$ cat src/uac_pkg.sv
// uac_pkg: constants for the usb address, frame and endpoint control block
// assumes an 8-bit register port with one-cycle strobes
package uac_pkg;

    // ------------------------------------------------------------
    // register map (word index, plain port)
    // ------------------------------------------------------------
    localparam logic [3:0] UAC_OFS_ADDR     = 4'h0;
    localparam logic [3:0] UAC_OFS_FRM_LOW  = 4'h1;
    localparam logic [3:0] UAC_OFS_FRM_HIGH = 4'h2;
    localparam logic [3:0] UAC_OFS_EPC_BASE = 4'h8; // 0x8..0xe: ep 0..6

    localparam int         UAC_NUM_EP       = 7;

    // ------------------------------------------------------------
    // reset values and field positions
    // ------------------------------------------------------------
    localparam logic [6:0] UAC_ADDR_RST     = 7'h00;
    localparam logic [4:0] UAC_EPC_RST      = 5'h00;
    localparam logic [10:0] UAC_FRM_RST     = 11'h000;
    localparam int         UAC_EPC_CDIS     = 4;
    localparam int         UAC_EPC_RXEN     = 3;
    localparam int         UAC_EPC_TXEN     = 2;
    localparam int         UAC_EPC_HALT     = 1;
    localparam int         UAC_EPC_HSHK     = 0;

    // ------------------------------------------------------------
    // token pids and handshake answers
    // ------------------------------------------------------------
    typedef enum logic [1:0]
    {
        UAC_TOK_OUT   = 2'b00,
        UAC_TOK_IN    = 2'b01,
        UAC_TOK_SOF   = 2'b10,
        UAC_TOK_SETUP = 2'b11
    } uac_tok_t;

    typedef enum logic [1:0]
    {
        UAC_HS_NONE  = 2'b00,
        UAC_HS_ACK   = 2'b01,
        UAC_HS_NAK   = 2'b10,
        UAC_HS_STALL = 2'b11
    } uac_hs_t;

endpackage

$ cat src/uac_ep_decode.sv
// uac_ep_decode: combinational verdict for one token against one endpoint
// assumes the endpoint control bits of the selected endpoint at its input
`timescale 1ns/10ps
module uac_ep_decode
(
    input  wire logic [4:0]        epc,       // endpoint control bits
    input  wire uac_pkg::uac_tok_t tok,       // token kind
    input  wire logic              ready,     // buffer ready to move data
    output logic                   accept,    // endpoint takes the token
    output uac_pkg::uac_hs_t       hs         // handshake to send
);
    import uac_pkg::*;

    logic rxen;
    logic txen;
    logic enabled;

    assign rxen    = epc[UAC_EPC_RXEN];
    assign txen    = epc[UAC_EPC_TXEN];
    assign enabled = rxen | txen;

    // direction and halt decode
    always_comb
    begin
        accept = 1'b0;
        hs     = UAC_HS_NONE;
        if (enabled)
        begin
            case (tok)
                UAC_TOK_IN:    accept = txen;
                UAC_TOK_OUT:   accept = rxen;
                UAC_TOK_SETUP: accept = rxen & txen &
                                        ~epc[UAC_EPC_CDIS];
                default:       accept = 1'b0;
            endcase
            if (epc[UAC_EPC_HALT])
            begin
                accept = 1'b1;
                hs     = UAC_HS_STALL;
            end
            else if (accept && epc[UAC_EPC_HSHK])
                hs = ready ? UAC_HS_ACK : UAC_HS_NAK;
        end
    end

endmodule

$ cat src/uac_frame_reg.sv
// uac_frame_reg: frame number capture from start-of-frame tokens
// assumes sof_valid is a one-cycle pulse with the frame number beside it
`timescale 1ns/10ps
module uac_frame_reg
(
    input  wire logic        clk_sys,   // system clock
    input  wire logic        rst_b,     // synchronous reset, low
    input  wire logic        sof_valid, // sof token seen
    input  wire logic [10:0] sof_frame, // frame number of the token
    output logic      [10:0] frame_q    // captured frame number
);
    import uac_pkg::*;

    typedef struct packed
    {
        logic [10:0] frame;
    } uac_frm_st_t;

    uac_frm_st_t s_q;
    uac_frm_st_t s_d;

    // load on each sof
    always_comb
    begin
        s_d = s_q;
        if (sof_valid)
            s_d.frame = sof_frame;
    end

    always_ff @(posedge clk_sys)
    begin
        if (!rst_b)
            s_q <= '{frame: UAC_FRM_RST};
        else
            s_q <= s_d;
    end

    assign frame_q = s_q.frame;

endmodule

$ cat src/uac_ctrl.sv
// uac_ctrl: usb device address, frame number and endpoint control
// Operation
// - a 7-bit bus address is held and only tokens to it are answered.
// - the address clears to zero on system reset and on usb bus reset.
// - frame bits 7..0 read in bits 7..0 of the low frame register.
// - frame bits 10..8 read in bits 2..0 of the high frame register.
// - the frame registers load the frame number on every sof token.
// - endpoints 0 to 6 each own a control register with enable bits.
// - a halted endpoint with rx or tx enabled answers every access with a stall handshake.
// - halt overrides all other bits but only with rx or tx enabled.
// - a halted endpoint stays halted until software clears the bit.
// - ack and nak handshakes are sent only while the handshake bit is one; stall is sent with it zero too.
// - an endpoint with both enables clear is disabled.
// - tx enable alone accepts in transfers only.
// - rx enable alone accepts out transfers only.
// - both enables with control disable zero also accept setup.
// assumes a token decoder upstream giving one-cycle token pulses
//
// The implementer's own choices: the strobed register port and the register addresses.
`timescale 1ns/10ps
module uac_ctrl
#(
    parameter int NUM_EP = 7                // endpoints in use
)
(
    input  wire logic              clk_sys,   // system clock 25 mhz
    input  wire logic              rst_b,     // synchronous reset, low
    input  wire logic              bus_reset, // usb bus reset decoded
    input  wire logic [3:0]        reg_addr,  // register index
    input  wire logic [7:0]        reg_wdata, // write data
    input  wire logic              reg_wr,    // write strobe
    input  wire logic              reg_rd,    // read strobe
    output logic      [7:0]        reg_rdata, // read data, next cycle
    input  wire logic              tok_valid, // token received pulse
    input  wire uac_pkg::uac_tok_t tok_kind,  // token kind
    input  wire logic [6:0]        tok_addr,  // token address field
    input  wire logic [3:0]        tok_ep,    // token endpoint field
    input  wire logic [10:0]       tok_frame, // sof frame number
    input  wire logic              ep_ready,  // buffer ready for data
    output logic                   tok_take,  // token accepted pulse
    output logic                   tok_dir_in,// accepted token is in
    output logic      [3:0]        tok_ep_q,  // accepted endpoint
    output logic                   hs_valid,  // handshake request pulse
    output uac_pkg::uac_hs_t       hs_kind    // handshake kind
);
    import uac_pkg::*;

    // ------------------------------------------------------------
    // state
    // ------------------------------------------------------------
    typedef struct packed
    {
        logic [6:0]            addr;
        logic [NUM_EP-1:0][4:0] epc;
        logic [7:0]            rdata;
        logic                  take;
        logic                  dir_in;
        logic [3:0]            ep;
        logic                  hs_v;
        uac_hs_t               hs;
    } uac_st_t;

    uac_st_t s_q;
    uac_st_t s_d;

    logic [10:0] frame_q;
    logic        sof_valid;
    logic [4:0]  sel_epc;
    logic        dec_accept;
    uac_hs_t     dec_hs;
    logic        ep_ok;

    // ------------------------------------------------------------
    // helpers
    // ------------------------------------------------------------
    // endpoint index for a register index, NUM_EP when not an endpoint
    function automatic logic [3:0] ep_of_reg(input logic [3:0] a);
        logic [3:0] d;
        d = a - UAC_OFS_EPC_BASE;
        if (a >= UAC_OFS_EPC_BASE && d < 4'(NUM_EP))
            return d;
        return 4'(NUM_EP);
    endfunction

    // ------------------------------------------------------------
    // frame number capture
    // ------------------------------------------------------------
    assign sof_valid = tok_valid && tok_kind == UAC_TOK_SOF;

    uac_frame_reg u_frame
    (
        .clk_sys   (clk_sys),
        .rst_b     (rst_b),
        .sof_valid (sof_valid),
        .sof_frame (tok_frame),
        .frame_q   (frame_q)
    );

    // ------------------------------------------------------------
    // endpoint verdict
    // ------------------------------------------------------------
    assign ep_ok   = tok_ep < 4'(NUM_EP);
    assign sel_epc = ep_ok ? s_q.epc[tok_ep[2:0]] : 5'h00;

    uac_ep_decode u_dec
    (
        .epc    (sel_epc),
        .tok    (tok_kind),
        .ready  (ep_ready),
        .accept (dec_accept),
        .hs     (dec_hs)
    );

    // ------------------------------------------------------------
    // next state
    // ------------------------------------------------------------
    always_comb
    begin
        logic [3:0] wi;
        logic [3:0] ri;
        wi       = ep_of_reg(reg_addr);
        ri       = ep_of_reg(reg_addr);
        s_d      = s_q;
        s_d.take = 1'b0;
        s_d.hs_v = 1'b0;
        s_d.rdata = 8'h00;

        // register writes
        if (reg_wr)
        begin
            if (reg_addr == UAC_OFS_ADDR)
                s_d.addr = reg_wdata[6:0];
            else if (wi < 4'(NUM_EP))
                s_d.epc[wi[2:0]] = reg_wdata[4:0];
        end

        // register reads, data in the next cycle only
        if (reg_rd)
        begin
            case (reg_addr)
                UAC_OFS_ADDR:     s_d.rdata = {1'b0, s_q.addr};
                UAC_OFS_FRM_LOW:  s_d.rdata = frame_q[7:0];
                UAC_OFS_FRM_HIGH: s_d.rdata = {5'h00,
                                               frame_q[10:8]};
                default:
                begin
                    if (ri < 4'(NUM_EP))
                        s_d.rdata = {3'h0, s_q.epc[ri[2:0]]};
                    else
                        s_d.rdata = 8'h00;
                end
            endcase
        end

        // token handling: address match and endpoint enabled
        if (tok_valid && tok_kind != UAC_TOK_SOF &&
            tok_addr == s_q.addr && ep_ok && dec_accept)
        begin
            s_d.take   = 1'b1;
            s_d.dir_in = tok_kind == UAC_TOK_IN;
            s_d.ep     = tok_ep;
            s_d.hs_v   = dec_hs != UAC_HS_NONE;
            s_d.hs     = dec_hs;
        end

        // bus reset returns to the default address
        if (bus_reset)
        begin
            s_d.addr = UAC_ADDR_RST;
            s_d.take = 1'b0;
            s_d.hs_v = 1'b0;
        end
    end

    // ------------------------------------------------------------
    // registers
    // ------------------------------------------------------------
    always_ff @(posedge clk_sys)
    begin
        if (!rst_b)
        begin
            s_q.addr   <= UAC_ADDR_RST;
            s_q.epc    <= '0;
            s_q.rdata  <= 8'h00;
            s_q.take   <= 1'b0;
            s_q.dir_in <= 1'b0;
            s_q.ep     <= 4'h0;
            s_q.hs_v   <= 1'b0;
            s_q.hs     <= UAC_HS_NONE;
        end
        else
            s_q <= s_d;
    end

    // ------------------------------------------------------------
    // outputs
    // ------------------------------------------------------------
    assign reg_rdata  = s_q.rdata;
    assign tok_take   = s_q.take;
    assign tok_dir_in = s_q.dir_in;
    assign tok_ep_q   = s_q.ep;
    assign hs_valid   = s_q.hs_v;
    assign hs_kind    = s_q.hs;

endmodule

$ cat config.mk
export PLATFORM = sky130hd
export DESIGN_NAME = uac_ctrl
export DESIGN_NICKNAME = d
export VERILOG_FILES = /design/src/uac_pkg.sv /design/src/uac_ep_decode.sv /design/src/uac_frame_reg.sv /design/src/uac_ctrl.sv
export SDC_FILE = /design/constraint.sdc
export NUM_CORES = 1
export LEC_CHECK = 0
export ABC_AREA = 1
export BUFFER_PORTS_ARGS = -buffer_cell sky130_fd_sc_hd__buf_2
export CORE_UTILIZATION = 23
export DETAILED_ROUTE_END_ITERATION = 16
export HOLD_SLACK_MARGIN = 0.03
export PLACE_DENSITY_LB_ADDON = 0.2
export SKIP_LAST_GASP = 1
export SYNTH_ARGS = -nofsm -noshare
export SYNTH_HDL_FRONTEND = slang
export SYNTH_SLANG_ARGS = --single-unit
export TNS_END_PERCENT = 100
$ cat constraint.sdc
create_clock -name clk_sys -period 2.5 [get_ports clk_sys]
set_input_delay 0.25 -clock clk_sys [delete_from_list [all_inputs] [get_ports clk_sys]]
set_output_delay 0.25 -clock clk_sys [all_outputs]
set_load 0.01 [all_outputs]
## Yosys cells after proc, flatten, opt, wreduce, memory -nomap -nowiden

Index checks and enable logic that the tools add are counted.

| storage, ports and cells | value |
|---|---|
| output and inout bits | 17 |
| input port bits | 43 |
| flip-flop bits (word level) | 70 |

| operators by class | value |
|---|---|
| $lt $le $gt $ge | 7 |
| reduce and logical (&&, ||, !) cells | 16 |
| $add $sub $neg | 1 |
| bitwise gates (word level) | 7 |
| equality and inequality tests | 7 |
| multiplexer cells | 22 |

Operators with widths:

| cell | number |
|---|---|
| 35-bit bitwise mux | 1 |
| 5-bit binary-select mux with 3-bit select | 2 |
| 5-bit two-way mux | 5 |
| 8-bit case mux with 3 select lines | 1 |
| 5-bit demux with 3-bit select | 1 |
| 4-bit by 3-bit < comparator with 1-bit output (second input constant) | 3 |
| 9-bit two-way mux | 1 |
| 1-bit logical AND | 8 |
| 3-bit by 4-bit < comparator with 1-bit output (second input constant) | 2 |
| 2-bit two-way mux | 4 |
| 4-bit two-way mux | 2 |
| 7-bit == test | 1 |
| 2-bit == test (second input constant) | 2 |
| 4-bit by 1-bit == test with 1-bit output (second input constant) | 1 |
| 4-bit by 2-bit == test with 1-bit output (second input constant) | 1 |
| 4-bit greater-or-equal comparator (second input constant) | 1 |
| 4-bit zero test | 1 |
| 1-bit two-way mux | 4 |
| 1-bit inverter | 4 |
| 2-bit AND reduction | 2 |
| 4-bit subtractor (second input constant) | 1 |
| 3-bit by 1-bit greater-or-equal comparator with 1-bit output (second input constant) | 1 |
| 1-bit case mux with 3 select lines | 1 |
| 3-bit AND reduction | 1 |
| other kinds (8) | 9 |

## Depth between registers and ports, before layout

Gate-level depths: netlist of the first run.

| logic depth | value |
|---|---|
| word-level depth | 13 |
| mapped depth | 13 |
| gate-level depth less buffers | 13 |

## Modules after synthesis

From an unflattened synthesis of the first run, not the netlist that was laid out.

| second synthesis, totals | value |
|---|---|
| cell total of the unflattened synthesis | 583 |
| area, all modules | 3836.2 um^2 |

By module, submodules not included:

| module | instances | cells each | area an instance (um^2) |
|---|---|---|---|
| uac_ctrl | 1 | 498 | 3310.7 |
| uac_frame_reg | 1 | 69 | 454.2 |
| uac_ep_decode | 1 | 16 | 71.3 |

## Worst setup path after synthesis of the first run

Ideal clock, no wire load.

| path | value |
|---|---|
| kind | input -> register |
| start point | input port reg_addr[1] |
| end point | register s_q (netlist bit reg_rdata[0]) |
| setup time | 70 ps |
| path slack | 1024 ps |
| stages on the path | 10 |
| data arrival time | 1407 ps |
| cell sequence | buf_2 > nand2_1 > o21ai_4 > nor2_2 > inv_2 > buf_6 > a21oi_1 > a211oi_2 > nand3_1 > a21oi_1 |

| on the way | value |
|---|---|
| word-level cells in the longest chain between the ends | 9 |
| elaborated cells between the ends (all ways) | 15 |
| those cells by class | add/sub: 1; order compare: 3; eq/ne: 2; mux: 7; reduce/logical: 2 |

RTL lines:

| what | RTL line | text |
|---|---|---|
| from (decl) | uac_ctrl.sv:29 | `input wire logic [3:0] reg_addr,` |
| 4-bit subtractor | uac_ctrl.sv:79 | `d = a - UAC_OFS_EPC_BASE;` |
| 4-bit by 3-bit < comparator with 1-bit output | uac_ctrl.sv:80 | `if (a >= UAC_OFS_EPC_BASE && d < 4'(NUM_EP))` |
| 1-bit logical AND | uac_ctrl.sv:80 |  |
| 1-bit two-way mux | uac_ctrl.sv:80 |  |
| 4-bit two-way mux | uac_ctrl.sv:82 | `return 4'(NUM_EP);` |
| 5-bit binary-select mux with 3-bit select | uac_ctrl.sv:148 | `s_d.rdata = {3'h0, s_q.epc[ri[2:0]]};` |
| 5-bit two-way mux (not written as such) | uac_ctrl.sv:148 |  |
| 5-bit two-way mux | uac_ctrl.sv:147 | `if (ri < 4'(NUM_EP))` |
| 8-bit case mux with 3 select lines * | uac_ctrl.sv:140 | `case (reg_addr)` |
| to (decl) | uac_ctrl.sv:63 | `uac_st_t s_q;` |

Every way passes the cells marked *; elsewhere a longest branch is shown, timed or not. The select of a mux whose other input is x is not followed.
A chain may end at the register's enable or synchronous reset.

## Worst setup path in the final report of the first run

| path | value |
|---|---|
| start point | input port tok_ep[0] |
| end point | register s_q (netlist bit tok_dir_in) |

| on the way | value |
|---|---|
| word-level cells in the longest chain between the ends | 10 |
| elaborated cells between the ends (all ways) | 14 |
| those cells by class | order compare: 1; mux: 7; bitwise: 4; reduce/logical: 2 |

RTL lines:

| what | RTL line | text |
|---|---|---|
| from (decl) | uac_ctrl.sv:37 | `input wire logic [3:0] tok_ep,` |
| 5-bit binary-select mux with 3-bit select | uac_ctrl.sv:103 | `assign sel_epc = ep_ok ? s_q.epc[tok_ep[2:0]] : 5'h00;` |
| 5-bit two-way mux (not written as such) | uac_ctrl.sv:103 |  |
| 5-bit two-way mux | uac_ctrl.sv:103 |  |
| 1-bit AND or 1-bit inverter (tied branches) | uac_ep_decode.sv:32, uac_ep_decode.sv:33 |  |
| 1-bit AND | uac_ep_decode.sv:32 | `UAC_TOK_SETUP: accept = rxen & txen &` |
| 1-bit case mux with 3 select lines | uac_ep_decode.sv:29 | `case (tok)` |
| 1-bit two-way mux | uac_ep_decode.sv:27 | `if (enabled)` |
| 1-bit two-way mux | uac_ep_decode.sv:36 | `if (epc[UAC_EPC_HALT])` |
| 1-bit two-way mux | uac_ep_decode.sv:27 |  |
| 1-bit logical AND * | uac_ctrl.sv:157 | `tok_addr == s_q.addr && ep_ok && dec_accept)` |

Marks and branches as above.

==> qor.yml, run 1 <==
num-fill-cells: 1630
post-route-drc-count: 0
dp_slack_ns: 0.446
run_status: "finished clean"
end_kind: "register"
core-area_um2: 14600
p_leak_nw: 1.78
slew_headroom: 0.468
synth_cells: 509
nets: 596
crit_required_ns: 2.73
htreeDepth: 3
critPathMaxFanout: 17
worst_slew_pin_slew_ns: 0.796
hold_violations: 0
criticalPathCategory: "input pin to register"
post_route_cells_drive_above_1_share: 0.161
clkSinkCount: 70
vdd_drop_max_v: 0.000278
syn_nets: 552
synth.cell_area_um2: 3490
clock_latency_ns: 0.33
synth-adder-area-share: 0
yosys_warnings: 0
cts_tree: "yes"
die-area_um2: 15700
clock.fmax_ghz: 0.583
final_common_cell: "nor2_1"
syn_to_final_growth_pct: 20.6
first_iter_violations: 185
gr-total-overflow: 0
avgSynthCellArea_um2: 6.85
power_density_nw_per_um2: 697
die_w_um: 125
seqCellArea_um2: 1400
synth_xor_area_frac: 0.0176
detail-route-antenna-nets: 0
fin_worst_skew_ns: 0.00599
avgRoutedWirePerCell_um: 14.2
clk_pin_slew_worst_paths_ns: 0.06
muxShareOfSynthArea: 0
rsz0062_at_grt: "no"
layout_min_cycle_time_ns: 1.72
cts_resized: 0
synth_top_area_share: 0.402
yosysUniqueCellTypes: 31
hold_class: "input pin to register"
diodes: 0
num_io_pins: 60
ys_top_cells_by_area: "dfxtp_1 40%, o21ai_0 10%, a21oi_1 8.9%"
num_vias: 3334
die_y_um: 125
cts_buffers: 9
ctsHoldBuffers: 0
synth_compound_area_frac: 0.235
io_buffers: 58
gp_congestion: 0.794
vias_per_cell: 4.49
grt_max_degree: 41
finalWirelength_um: 10500
setup.worst_path.start_class: "input pin"
max-cap-violations: 0
synth-seq-cells: 70
layout_common_cells: "75 x nor2_1, 73 x o21ai_0, 70 x dfxtp_1"
setup_slack_ns: 0.784
synthSimpleGateAreaFrac: 0.215
multiInputGateArea_um2: 1630
synth_top_family_by_area: "compound AO/OA/AOI/OAI gates"
fin_setup_tns_ns: 0
synth_top_area_cell: "dfxtp_1"
cts_root_buf: "clkbuf_16"
grt_usage: 0.140
initial_core_util: 0.238
arrival_ns: 1.95
dpl.cell_count: 726
ys_seq_area_frac: 0.402
grt_pass1_wl_um: 17100
finalCritPeriodShare: 0.686
antenna_found_initial: 0
instances_no_fill: 742
cts_setup_buffers: 0
dp_hpwl_um: 7980
clockBufferDepth: 2
maxSlewViolCount: 0
drt-pass1-iter-count: 10
grt_pass1_vias: 3263
num_rows: 44
finalSetupViolations: 0
report_power, final:
| group | total (mW) | internal (mW) | switching, mW |
|---|---|---|---|
| combinational | 0.249 | 0.0797 | 0.169 |
| clock | 1.53 | 1.03 | 0.500 |
| sequential | 1.15 | 1.14 | 0.0126 |
| total | 2.93 | 2.25 | 0.682 |
metal layers:
metal  routed length [um]  global-route usage
met5                    0                   0
met4                  208              0.0588
met2                 4870               0.225
met1                 4880               0.183
met3                  583              0.0295
stage by stage:
step           total power, mW  cell area, um^2  hold WS [ns]  utilization
3_5_place_dp              1.43             3850         0.432        0.263
6_report                  2.93             4200         0.146        0.287
4_1_cts                   2.97             4200         0.136        0.287
5_1_grt                   3.04             4200         0.176        0.287
2_1_floorplan             1.33             3490         0.385            -
3_3_place_gp              1.42             3850         0.419        0.263
critical path, cell delays in order:
cell     delay [ns]
buf_2          0.21
inv_2          0.29
nand2_1        0.14
inv_1          0.13
nand2_1        0.06
nand3_1        0.07
nand3_1        0.12
nand4_1        0.13
nand4_1        0.13
nand2_2        0.21
inv_1          0.08
nor2_1         0.09
nor2_1         0.04
cells in the mapped netlist:
library cell and n:
buf_4 16, a21oi_1 62, dfxtp_1 70, a32o_1 1
o21ai_0 73, nor4_1 1, and2_1 1, o22ai_1 8
clkbuf_1 8, a211oi_2 2, nor2_2 4, a22oi_1 1
xor2_1 5, nand2_2 1, inv_1 69, nand2_1 61
o211ai_1 1, nand4_1 4, nor2_1 75, o21ai_1 1
buf_2 2, inv_2 3, nor3_1 2, o31ai_1 1
o21bai_1 1, o21ai_4 1, buf_6 2, o221ai_1 1
xnor2_1 2, nor3_2 2, nand3_1 28
cells by family (layout without fill, tap and decap cells):
family	Yosys count	count (layout)
xor gates and xnor gates	7	7
DFF	70	70
AOI/OAI and AO/OA	153	153
and+or+nand+nor	179	179
buffers and inverters	100	149
path summary, 6_finish.rpt:
kind / cells past startpoint / to / start / slack (ns)
worst max register to register: 10 / tok_dir_in / s_q[19] / 0.89
worst min register to register: 2 / tok_ep_q[3] / tok_ep_q[3] / 0.43
worst max-delay path: 13 / tok_dir_in / tok_ep[0] / 0.78
worst min-delay path: 3 / s_q[57] / reg_wdata[5] / 0.15
registers in the layout, indices dropped and copies added (netlist names):
name             count
s_q                 42
u_frame.frame_q     11
reg_rdata            8
tok_ep_q             4
hs_kind              2
hs_valid             1
tok_dir_in           1
tok_take             1
final cells by class:
class | instances | area share
Tap cell | 184 | 0.0548
Inverter | 72 | 0.0643
Timing Repair Buffer | 61 | 0.0744
Multi-Input combinational cell | 339 | 0.388
Clock buffer | 11 | 0.0601
Sequential cell | 70 | 0.333
Clock inverter | 5 | 0.0250
No activity file was read; power rests on OpenSTA's default activity.
==> run 2, diff against run 1 <==
- clock period: 2.5 -> 1.71 ns (I/O delays scaled with it)
==> run 2 against run 1 <==
Cell count up 4.2%. Register-to-register slack worse by 0.76 ns. Global-route usage rose by 0.29 points. Sequential share of layout area shrank 1.7 points. Combinational power is 71% higher. Largest power group unchanged.
==> qor.yml, run 2 (synthesis gave the netlist of run 1 again) <==
whs_ns: 0.0674
hold_path_startpoint: "reg_wdata[5]"
clock_latency_ns: 0.34
maxSlewViolCount: 0
vias_per_cell: 4.54
final_common_cell: "nor2_1"
min_delay_path_depth: 3
grtUsageMet2: 0.229
crit_required_ns: 1.94
core-area_um2: 14600
num-fill-cells: 1609
place_area_um2: 4060
power_density_nw_per_um2: 931
dp_hpwl_um: 8400
r2r_cells: 7
syn_to_final_growth_pct: 27.8
startpoint: "s_q[57]"
largest_reg_flops: 42
clk_pin_slew_worst_paths_ns: 0.05
diodes: 0
slew_headroom: 0.689
die_y_um: 125
rsz0062_at_grt: "yes"
gr-total-overflow: 0
finalWirelength_um: 10900
ff2ff_setup_slack_ns: 0.13
post-route-drc-count: 0
finalSetupViolations: 0
arrival_ns: 1.81
antenna_found_initial: 0
io_buffers: 58
layout_min_cycle_time_ns: 1.58
num_vias: 3508
run_status: "finished clean"
max-cap-violations: 0
num_rows: 44
first_iter_violations: 281
htreeDepth: 3
grt_usage: 0.143
die-area_um2: 15700
clkSinkCount: 70
cts_root_buf: "clkbuf_16"
avgRoutedWirePerCell_um: 14.1
die_w_um: 125
setup.worst_path.start_class: "register"
hold_class: "input pin to register"
p_leak_nw: 1.94
largest_register: "s_q"
end_kind: "register"
initial_core_util: 0.238
layout_common_cells: "72 x nor2_1, 71 x o21ai_0, 69 x inv_1"
grt_max_degree: 23
vdd_drop_max_v: 0.000376
setup_slack_ns: 0.129
cts_tree: "yes"
post_route_cells_drive_above_1_share: 0.228
dp_slack_ns: -0.107
fin_setup_tns_ns: 0
grt_pass1_wl_um: 17300
seqCellArea_um2: 1410
grt_pass1_vias: 3306
grtUsageMet3: 0.0325
grtUsageMet1: 0.184
r2r_start: "s_q[57]"
cts_buffers: 9
worst_hold_path.endpoint: "s_q[57]"
num_io_pins: 60
fin_worst_skew_ns: 0.00537
detail-route-antenna-nets: 0
hold_violations: 0
design_area_um2: 4460
clockBufferDepth: 2
grt_busiest_layer: "met2"
nets: 628
r2r-end: "tok_ep_q[0]"
finalCritPeriodShare: 0.925
clock.fmax_ghz: 0.633
multiInputGateArea_um2: 1680
critPathMaxFanout: 5
drt-pass1-iter-count: 6
criticalPathCategory: "register to register"
gp_congestion: 0.821
worst_slew_pin_slew_ns: 0.465
==> run 2: stage by stage <==
stage | utilization | std cells | power [mW]
floorplan | - | 509 | 1.94
global route | 0.304 | 773 | 4.30
detailed placement | 0.278 | 755 | 2.14
global placement | 0.278 | 755 | 2.13
finish | 0.304 | 773 | 4.15
CTS | 0.300 | 770 | 4.18
==> run 2: report_power, final <==
part,internal (mW),switching (mW)
clock network,1.31,0.723
logic,0.160,0.268
registers,1.67,0.0191
==> run 2: timing repair <==
item,CTS,global route
setup endpoints to repair,0,8
endpoints found under the hold margin,0,0
gates resized for setup,0,18
buffers inserted,0,2
hold buffers,0,0
==> run 2: routing by layer <==
metal  vias up  wire length (um)  share of wire
met5         -                 0              0
met4         0               242          0.022
li1       1807                 -              -
met2        78              5010           0.46
met3        17               500          0.046
met1      1606              5180           0.47
==> run 2: area by class of cell <==
type                       count  share of cell area
clock buffer                  10              0.0536
clock inverter                 5              0.0188
inverter                      72              0.0607
multi-input combinational    340               0.376
sequential                    70               0.316
tap                          184              0.0517
timing repair buffer          92               0.122
==> run 2: how the worst max path moves through the flow <==
| stage | end | cells past startpoint |
|---|---|---|
| after floorplan | reg_rdata[0] | 10 |
| after global placement | tok_dir_in | 13 |
| after detailed placement | tok_dir_in | 13 |
| after CTS | hs_valid | 7 |
| after global routing | tok_ep_q[0] | 7 |
| final | tok_ep_q[0] | 7 |
==> run 2: worst max-delay path, cell delays in order, from the launching register on <==
cell and delay (ns):
dfxtp_2 0.34, xor2_1 0.17, nor4_2 0.28, nand3_1 0.17, nor2_4 0.24, nand2_4 0.10, nor2_1 0.12, nor2_1 0.06
